<file path="config.mk">
export PLATFORM = sky130hd
export DESIGN_NAME = adc_output_port
export DESIGN_NICKNAME = d
export VERILOG_FILES = /design/src/hdl/sample_fifo.v /design/src/hdl/adc_output_port.v
export VERILOG_INCLUDE_DIRS = /design/src /design/src/hdl
export SDC_FILE = /design/constraint.sdc
export NUM_CORES = 1
export LEC_CHECK = 0
export BUFFER_PORTS_ARGS = -buffer_cell sky130_fd_sc_hd__buf_2
export CAP_MARGIN = 10
export CORE_MARGIN = 2
export CORE_UTILIZATION = 29
export DETAILED_ROUTE_END_ITERATION = 10
export GPL_ROUTABILITY_DRIVEN = 1
export HOLD_SLACK_MARGIN = 0.08
export PLACE_DENSITY = 0.54
export RECOVER_POWER = 50
export SYNTH_ARGS = -nofsm -noshare
export SYNTH_HDL_FRONTEND = slang
export SYNTH_SLANG_ARGS = --single-unit
</file>
<file path="constraint.sdc">
create_clock -name i_core_clk -period 2.3 [get_ports i_core_clk]
set_input_delay 0.23 -clock i_core_clk [delete_from_list [all_inputs] [get_ports i_core_clk]]
set_output_delay 0.23 -clock i_core_clk [all_outputs]
set_load 0.005 [all_outputs]
</file>
<file path="src/hdl/adc_port_defs.vh">
// Constants for the pipelined converter output port.
// Assumes inclusion by the output port and the testbench only.
`ifndef ADC_PORT_DEFS_VH
`define ADC_PORT_DEFS_VH
`define ADC_DATA_W 10
`define ADC_STAGES 9
`define ADC_STAGE_BITS 2
`define ADC_LATENCY 5
`define ADC_PD_INVALID 5
`define ADC_FIFO_DEPTH 8
`define ADC_MIDSCALE 10'h200
`define ADC_CORR_OFFSET 10'h2FE
`define ADC_CODE_MAX 10'h3FF
`define ADC_CODE_MIN 10'h000
`endif

</file>
<file path="src/hdl/sample_fifo.v">
// Small synchronous FIFO holding converted sample words.
// Assumes one clock and a synchronous active-high reset.
module sample_fifo #(
  parameter WIDTH = 10,
  parameter DEPTH = 8,
  parameter AW = 3
) (
  input wire i_core_clk,
  input wire i_srst,
  input wire i_in_valid,
  output wire o_in_ready,
  input wire [WIDTH-1:0] i_in_data,
  output wire o_out_valid,
  input wire i_out_ready,
  output reg [WIDTH-1:0] o_out_data
);
  reg [WIDTH-1:0] mem_r [0:DEPTH-1];
  reg [AW-1:0] wr_ptr_r;
  reg [AW-1:0] rd_ptr_r;
  reg [AW:0] count_r;
  reg out_valid_r;
  wire push;
  wire pop;
  wire load;

  assign o_in_ready = (count_r != DEPTH[AW:0]);
  assign push = i_in_valid && o_in_ready;
  // Output register refills when empty or being taken
  assign load = (count_r != {(AW+1){1'b0}}) && (!out_valid_r || i_out_ready);
  assign pop = load;
  assign o_out_valid = out_valid_r;

  always @(posedge i_core_clk) begin
    if (push) begin
      mem_r[wr_ptr_r] <= i_in_data;
    end
  end

  always @(posedge i_core_clk) begin
    if (i_srst) begin
      wr_ptr_r <= {AW{1'b0}};
      rd_ptr_r <= {AW{1'b0}};
      count_r <= {(AW+1){1'b0}};
      out_valid_r <= 1'b0;
      o_out_data <= {WIDTH{1'b0}};
    end else begin
      if (push) begin
        wr_ptr_r <= (wr_ptr_r == DEPTH[AW-1:0] - 1'b1) ? {AW{1'b0}} : wr_ptr_r + 1'b1;
      end
      if (pop) begin
        rd_ptr_r <= (rd_ptr_r == DEPTH[AW-1:0] - 1'b1) ? {AW{1'b0}} : rd_ptr_r + 1'b1;
        o_out_data <= mem_r[rd_ptr_r];
        out_valid_r <= 1'b1;
      end else if (i_out_ready) begin
        out_valid_r <= 1'b0;
      end
      count_r <= count_r + {{AW{1'b0}}, push} - {{AW{1'b0}}, pop};
    end
  end
endmodule // sample_fifo

</file>
<file path="src/hdl/adc_output_port.v">
// Digital side of a 10-bit pipelined converter: stage alignment, error
// correction, latency, output enable and power-down gating of the data port.
// Assumes stage decisions arrive each cycle on i_stage_code, synchronous to
// i_core_clk, which stands for the convert clock.
`include "adc_port_defs.vh"
module adc_output_port #(
  parameter DATA_W = `ADC_DATA_W,
  parameter STAGES = `ADC_STAGES,
  parameter LATENCY = `ADC_LATENCY,
  parameter FIFO_DEPTH = `ADC_FIFO_DEPTH
) (
  input wire i_core_clk,
  input wire i_srst,
  input wire [2*STAGES-1:0] i_stage_code,
  input wire i_oe_n,
  input wire i_pwrdn,
  input wire i_rd_ready,
  output wire o_rd_valid,
  output wire [DATA_W-1:0] o_rd_data,
  output reg [DATA_W-1:0] o_sample,
  output wire [DATA_W-1:0] o_sample_oe,
  output reg o_sample_valid,
  output reg o_phase_sample,
  output reg o_phase_hold,
  output wire o_overflow
);
  // Stage k resolves in cycle k after sampling; delays align all to the last
  reg [2*STAGES-1:0] align_r [0:STAGES-1];
  reg [DATA_W-1:0] corr_r;
  reg [DATA_W-1:0] corr_nxt;
  reg [DATA_W+1:0] acc;
  reg [2*STAGES-1:0] aligned;
  reg [2:0] phase_r;
  reg [LATENCY-1:0] vld_pipe_r;
  reg overflow_r;
  wire fifo_in_ready;
  wire out_on;
  integer i;
  integer k;

  localparam PH_IDLE = 3'h0;
  localparam PH_SAMPLE = 3'h1;
  localparam PH_GAP1 = 3'h2;
  localparam PH_HOLD = 3'h3;

  // Clamp a raw corrected sum into the code range
  function [DATA_W-1:0] clamp_code;
    input [DATA_W+1:0] sum;
    begin
      if (sum[DATA_W+1]) begin
        clamp_code = `ADC_CODE_MIN;
      end else if (sum[DATA_W]) begin
        clamp_code = `ADC_CODE_MAX;
      end else begin
        clamp_code = sum[DATA_W-1:0];
      end
    end
  endfunction

  // Stage k's two bits are taken at cycle k; later stages wait less
  always @(posedge i_core_clk) begin
    if (i_srst) begin
      for (i = 0; i < STAGES; i = i + 1) begin
        align_r[i] <= {(2*STAGES){1'b0}};
      end
    end else begin
      align_r[0] <= {{(2*STAGES-2){1'b0}}, i_stage_code[2*STAGES-1 -: 2]};
      for (i = 1; i < STAGES; i = i + 1) begin
        align_r[i] <= align_r[i-1] << 2;
        align_r[i][1:0] <= i_stage_code[2*(STAGES-1-i)+1 -: 2];
      end
    end
  end

  // Overlapping bits summed: each stage weight doubles, the redundant bit
  // of each stage overlaps the next, which absorbs comparator offsets.
  always @* begin
    aligned = align_r[STAGES-1];
    acc = {(DATA_W+2){1'b0}};
    for (k = 0; k < STAGES; k = k + 1) begin
      acc = acc + ({{DATA_W{1'b0}}, aligned[2*k+1 -: 2]} << k);
    end
    // Re-centre: the middle of the redundant sum range lands on midscale,
    // so all-zero decisions go negative and clamp to the bottom code
    acc = acc + {2'b00, `ADC_MIDSCALE} - {2'b00, `ADC_CORR_OFFSET};
    corr_nxt = clamp_code(acc);
  end

  always @(posedge i_core_clk) begin
    if (i_srst) begin
      corr_r <= `ADC_MIDSCALE;
    end else begin
      corr_r <= corr_nxt;
    end
  end

  // Track/hold phases: one sample phase, a dead gap, then hold, never both
  always @(posedge i_core_clk) begin
    if (i_srst) begin
      phase_r <= PH_IDLE;
      o_phase_sample <= 1'b0;
      o_phase_hold <= 1'b0;
    end else begin
      case (phase_r)
        PH_IDLE: begin
          phase_r <= PH_SAMPLE;
          o_phase_sample <= 1'b1;
          o_phase_hold <= 1'b0;
        end
        PH_SAMPLE: begin
          phase_r <= PH_GAP1;
          o_phase_sample <= 1'b0;
          o_phase_hold <= 1'b0;
        end
        PH_GAP1: begin
          phase_r <= PH_HOLD;
          o_phase_sample <= 1'b0;
          o_phase_hold <= 1'b1;
        end
        PH_HOLD: begin
          phase_r <= PH_IDLE;
          o_phase_sample <= 1'b0;
          o_phase_hold <= 1'b0;
        end
        default: begin
          phase_r <= PH_IDLE;
          o_phase_sample <= 1'b0;
          o_phase_hold <= 1'b0;
        end
      endcase
    end
  end

  // Valid tracks latency from reset and power-down release
  always @(posedge i_core_clk) begin
    if (i_srst || i_pwrdn) begin
      vld_pipe_r <= {LATENCY{1'b0}};
    end else begin
      vld_pipe_r <= {vld_pipe_r[LATENCY-2:0], 1'b1};
    end
  end

  // Word register; one update per clock keeps samples in order
  always @(posedge i_core_clk) begin
    if (i_srst) begin
      o_sample <= {DATA_W{1'b0}};
      o_sample_valid <= 1'b0;
    end else begin
      o_sample <= corr_r;
      o_sample_valid <= vld_pipe_r[LATENCY-2] && !i_pwrdn;
    end
  end

  // is trusted: a toggling enable would chop words mid-cycle
  assign out_on = !i_oe_n && !i_pwrdn;
  assign o_sample_oe = {DATA_W{out_on}};

  // Overflow is sticky until reset, so lost words are never hidden
  always @(posedge i_core_clk) begin
    if (i_srst) begin
      overflow_r <= 1'b0;
    end else if (o_sample_valid && !fifo_in_ready) begin
      overflow_r <= 1'b1;
    end
  end
  assign o_overflow = overflow_r;

  sample_fifo #(
    .WIDTH(DATA_W),
    .DEPTH(FIFO_DEPTH),
    .AW(3)
  ) u_fifo (
    .i_core_clk(i_core_clk),
    .i_srst(i_srst),
    .i_in_valid(o_sample_valid),
    .o_in_ready(fifo_in_ready),
    .i_in_data(o_sample),
    .o_out_valid(o_rd_valid),
    .i_out_ready(i_rd_ready),
    .o_out_data(o_rd_data)
  );
endmodule // adc_output_port

</file>
# Yosys cells after proc, flatten, opt, wreduce, memory -nomap -nowiden

Memories as Yosys holds them, arrays and structs flattened. A register that Yosys moved wholly into a read port is not among the register bits.
Cells that the tools add are included.

Mux-type cells: 32
Bitwise operators: 17
Equality and inequality tests: 5
Reduce and logical (&&, ||, !) cells: 15
$add $sub $neg: 14

Operators with widths:

| operator                                             | number |
|---|---|
| 2-to-1 mux 18 bit                                    | 9 |
| 2-to-1 mux 10 bit                                    | 2 |
| OR 1 bit                                             | 17 |
| 2-to-1 mux 2 bit                                     | 8 |
| adder 11 x 10 -> 12 bit (second input constant)      | 1 |
| subtractor 12 x 10 -> 12 bit (second input constant) | 1 |
| adder 10 x 10 -> 11 bit                              | 1 |
| adder 9 x 9 -> 10 bit                                | 1 |
| 2-to-1 mux 1 bit                                     | 10 |
| adder 8 x 8 -> 9 bit                                 | 1 |
| adder 7 x 7 -> 8 bit                                 | 1 |
| adder 6 x 6 -> 7 bit                                 | 1 |
| adder 3 x 1 -> 3 bit (second input constant)         | 2 |
| adder 5 x 5 -> 6 bit                                 | 1 |
| equality test 3 bit (second input constant)          | 2 |
| 2-to-1 mux 3 bit                                     | 2 |
| one-hot mux 2 bit (3 select lines)                   | 1 |
| adder 4 x 4 -> 5 bit                                 | 1 |
| logical AND 1 bit                                    | 5 |
| adder 2 x 3 -> 4 bit                                 | 1 |
| adder 4 x 1 -> 4 bit                                 | 1 |
| zero test 1 bit                                      | 4 |
| != test 4 bit (second input constant)                | 1 |
| nonzero test 4 bit                                   | 1 |
| 7 further kinds                                      | 8 |

Logic and storage cells: 99
Memory bits (writable): 242
Register bits after elaboration: 42
Output and inout bits: 35
Input bits: 23
Memories: 2

Memory list:

| name         | depth | width | rd ports | clocked after Yosys merged registers in | wr ports | line                 | text |
|---|---|---|---|---|---|---|---|
| align_r      | 9     | 18    | 9        | 0                                       | 9        | adc_output_port.v:28 | `reg [2*STAGES-1:0] align_r [0:STAGES-1];` |
| u_fifo.mem_r | 8     | 10    | 1        | 1                                       | 1        | sample_fifo.v:17     | `reg [WIDTH-1:0] mem_r [0:DEPTH-1];` |

# Depth between registers and ports, before layout

An unclocked memory read counts as a cell.

Depth in word-level cells: 13
Depth in mapped cells: 11
Mapped depth without buffers: 10

# Cells and area by module

From an unflattened synthesis, not the netlist that was laid out.

Cells, all modules: 584
Area, all modules: 7850.0 um^2

Modules (own cells, without submodules):

| module          | area each (um^2) | seq. area each (um^2) | instances | cells each |
|---|---|---|---|---|
| sample_fifo     | 3983.8           | 2822.7                | 1         | 247 |
| adc_output_port | 3866.2           | 2402.3                | 1         | 337 |

# Worst setup path before layout

No wires, ideal clock.

Path type: flip-flop to flip-flop
Start point: reg u_fifo.count_r[2]
End point: reg u_fifo.count_r[1]
Arrival: 2.221 ns
Data required time: 2.173 ns
Stages on the path, launching flop included: 10
Library setup time: 0.127 ns
Buffers on the path: 1
Path slack: -0.048 ns
Cell sequence: dfxtp_1 inv_1 ha_1 a21boi_1 clkbuf_1 ha_1 inv_1 ha_1 fa_1 nor2b_1

RTL lines:

| item                      | line             | text |
|---|---|---|
| from (decl)               | sample_fifo.v:20 | `reg [AW:0] count_r;` |
| from (signal assigned)    | sample_fifo.v:43 | `count_r <= {(AW+1){1'b0}};` |
| from (signal assigned)    | sample_fifo.v:57 | `count_r <= count_r + {{AW{1'b0}}, push} - {{AW{1'b0}}, pop};` |
| nonzero test 4 bit        | sample_fifo.v:29 | `assign load = (count_r != {(AW+1){1'b0}}) && (!out_valid_r \|\| i_out_ready);` |
| logical AND 1 bit         | sample_fifo.v:29 |  |
| via u_fifo.load           | sample_fifo.v:24 | `wire load;` |
| subtractor 4 x 1 -> 4 bit | sample_fifo.v:57 |  |

The timed path passes the listed nets, and every way through them passes these cells.
A chain may end at the register's enable or synchronous reset.

==> metrics <==
CTS Buf Count=25; Placement Setup Slack=-0.153 ns; Mapped Nets=613; final wirelength=13000 um; Rel. slew slack=31.5%; Worst-Margin Slew=1.03 ns; Final period util=96.6%; Final WS setup=0.0780 ns; Clock transition at path regs=0.06 ns; row count=60; post-route insts no fill=1008; Peak VDD IR=0.000524 V; post-synth top area share=36.2%; max cap viols=0; IO Pins=58; Sink Count=221; crit end category=flip-flop; Clock Tree Root=clkbuf_16; Final ANT Viol Nets=0; setup TNS=0 ns; post-layout min period=2.22 ns; Die W=168 um; # DRC=0; initial antenna violation count=0; EDFF count, synth=80; status=complete, no violations; Min Hold Slack=0.421 ns; PD cells=984 mW/mm^2; Synth Register Bits=221; CP arrival=2.62 ns; Async S/R FF share, synth=0%; Via density=4.19; Vert. Die Dim=168 um; Yosys top cell by area=dfxtp_1; Worst R2R Path Depth=9; largest net degree at the start of global routing=88; GRT Overall Usage=9.29%; post-synthesis sequential area ratio=67.0%; fmax=0.450 GHz; critical path peak fanout=5; Reg area=0.00523 sq mm; Hold Crit Class=flip-flop to flip-flop; Main synth FF type=dfxtp_1; top cells by area, synth=dfxtp_1, edfxtp_1, nor2b_1, mux4_2, ha_1; share of layout cells above drive strength 1=21.4%; Setup crit start kind=flip-flop; diode count=0; number of global-route vias before repair=4134; RSZ-0062 raised after global routing=no; post-synthesis cell type count=39; dpl cells=942; Avg Cell Area, Syn=14.0 sq um; Final GP Congestion=0.780; Initial Util=29.3%; # nets final=706; count of mapped cells out of synthesis=558; hold depth=1; Clk Latency, worst-skew pair=0.52 ns; CORE AREA=0.0267 sq mm; CTS tree=built; fin. max-slew vios=0; 1st-pass router iterations=6; global-route wire length before repair=21000 um; Clock Skew=0.0209 ns; CTS max path bufs=3; multi-input logic area=0.00241 sq mm; Fin. Hold Viols=0; DP HPWL=8140 um; filler instances=2544; Area growth syn-to-layout=22.3%; GRT overflow=0; die area=0.0282 sq mm; Req. time, crit path=2.70 ns; WL per Instance=12.9 um; Final setup viols=0; final core utilization=35.8%; synthesis warning total=0; leak pwr=3.64 nW; PortBufs=57; synthesized cell area=0.00780 sq mm; htree depth=1; first-iteration detailed-routing DRC count=177; CP Class=flip-flop to flip-flop; via count=4225
[cells by family after synthesis]
family / Yosys count / synth area share [%]
and+or+nand+nor: 164 / 12.0
DFF: 221 / 67.0
buffers and inverters: 54 / 3.19
AOI/OAI and AO/OA: 46 / 4.11
adders and majority gates: 32 / 5.33
muxes: 33 / 7.44
xor gates and xnor gates: 8 / 0.995
[final cells by class]
| cell class | instances | share of cell area, % |
|---|---|---|
| sequential | 221 | 54.8 |
| multi-input combinational | 284 | 25.2 |
| clock buffer | 34 | 7.23 |
| timing repair buffer | 96 | 6.73 |
| tap | 341 | 4.47 |
| inverter | 23 | 0.905 |
| clock inverter | 9 | 0.617 |
[path summary, 6_finish.rpt]
kind | startpoint | to | slack (ns)
min | align_r[7][13] | align_r[8][15] | 0.42
min reg2reg | align_r[7][13] | align_r[8][15] | 0.42
max | align_r[8][3] | corr_r[9] | 0.08
max reg2reg | align_r[8][3] | corr_r[9] | 0.08
[per-stage QoR]
step / area, sq um / total power [mW]
final: 9540 / 9.38
after global routing: 9540 / 9.86
after CTS: 9500 / 9.53
after detailed placement: 8500 / 5.92
after global placement: 8500 / 5.84
after floorplan: 7810 / 5.54
[synthesized netlist by cell type (2+ instances only)]
master      n
nor3_1      5
nor2_1     25
nand3b_1    3
nor2b_1   105
nand2_1    11
fa_1        2
ha_1       30
edfxtp_1   80
a21oi_1    20
a21o_1      2
nand2b_1    4
inv_1      23
a31oi_1     2
nand3_1     2
mux2i_1    13
and2_1      5
mux4_2     20
buf_4      12
xnor2_1     3
o21ai_0     3
xor2_1      4
clkbuf_1   17
a211oi_1   11
dfxtp_1   141
[what timing repair did]
action | in CTS | in global routing
setup buffers | 1 | 0
hold buffers | 21 | 0
hold endpoints to repair | 34 | 0
pin swaps | 4 | 0
cloned | 1 | 0
setup endpoints to repair | 10 | 10
resized for setup | 4 | 9
[layer usage]
layer / global-route usage, % / share of wire (%)
met2: 16.4 / 50
met1: 10.9 / 43
met4: 3.74 / 2.8
met3: 2.19 / 4.6
met5: 0 / 0
[sequential cells by signal, summed over array words and instances, names as in the netlist]
register            cells
phase_r                 2
o_phase_hold            1
align_r                90
u_fifo.mem_r           80
o_overflow              1
corr_r                 10
u_fifo.count_r          4
o_phase_sample          1
u_fifo.rd_ptr_r         3
u_fifo.wr_ptr_r         3
vld_pipe_r              4
o_sample               10
u_fifo.o_out_valid      1
o_sample_valid          1
u_fifo.o_out_data      10
[report_power, final]
part	internal [mW]	switching [mW]	total [mW]
clock network	2.09	1.46	3.55
logic	0.777	0.751	1.53
registers	4.23	0.0769	4.30
[layout by cell type (no fill, tap or decap), types with 13 or more instances in the layout]
master,n
ha_1,28
mux4_2,20
buf_2,55
nor2_1,25
nor2b_1,105
mux2i_1,13
inv_1,23
dlygate4sd3_1,21
buf_4,15
edfxtp_1,80
clkbuf_16,25
a21oi_1,18
dfxtp_1,138
[critical path, cell delays in order, from the launching register on]
cell and delay (ns):
dfxtp_2 0.33, ha_4 0.23, ha_2 0.19, fa_2 0.37, a211oi_4 0.24, nor3_2 0.09, a2111oi_4 0.21, buf_6 0.19
xnor2_4 0.15, o221ai_2 0.12
Note: power is estimated with default switching activity, not from simulation.
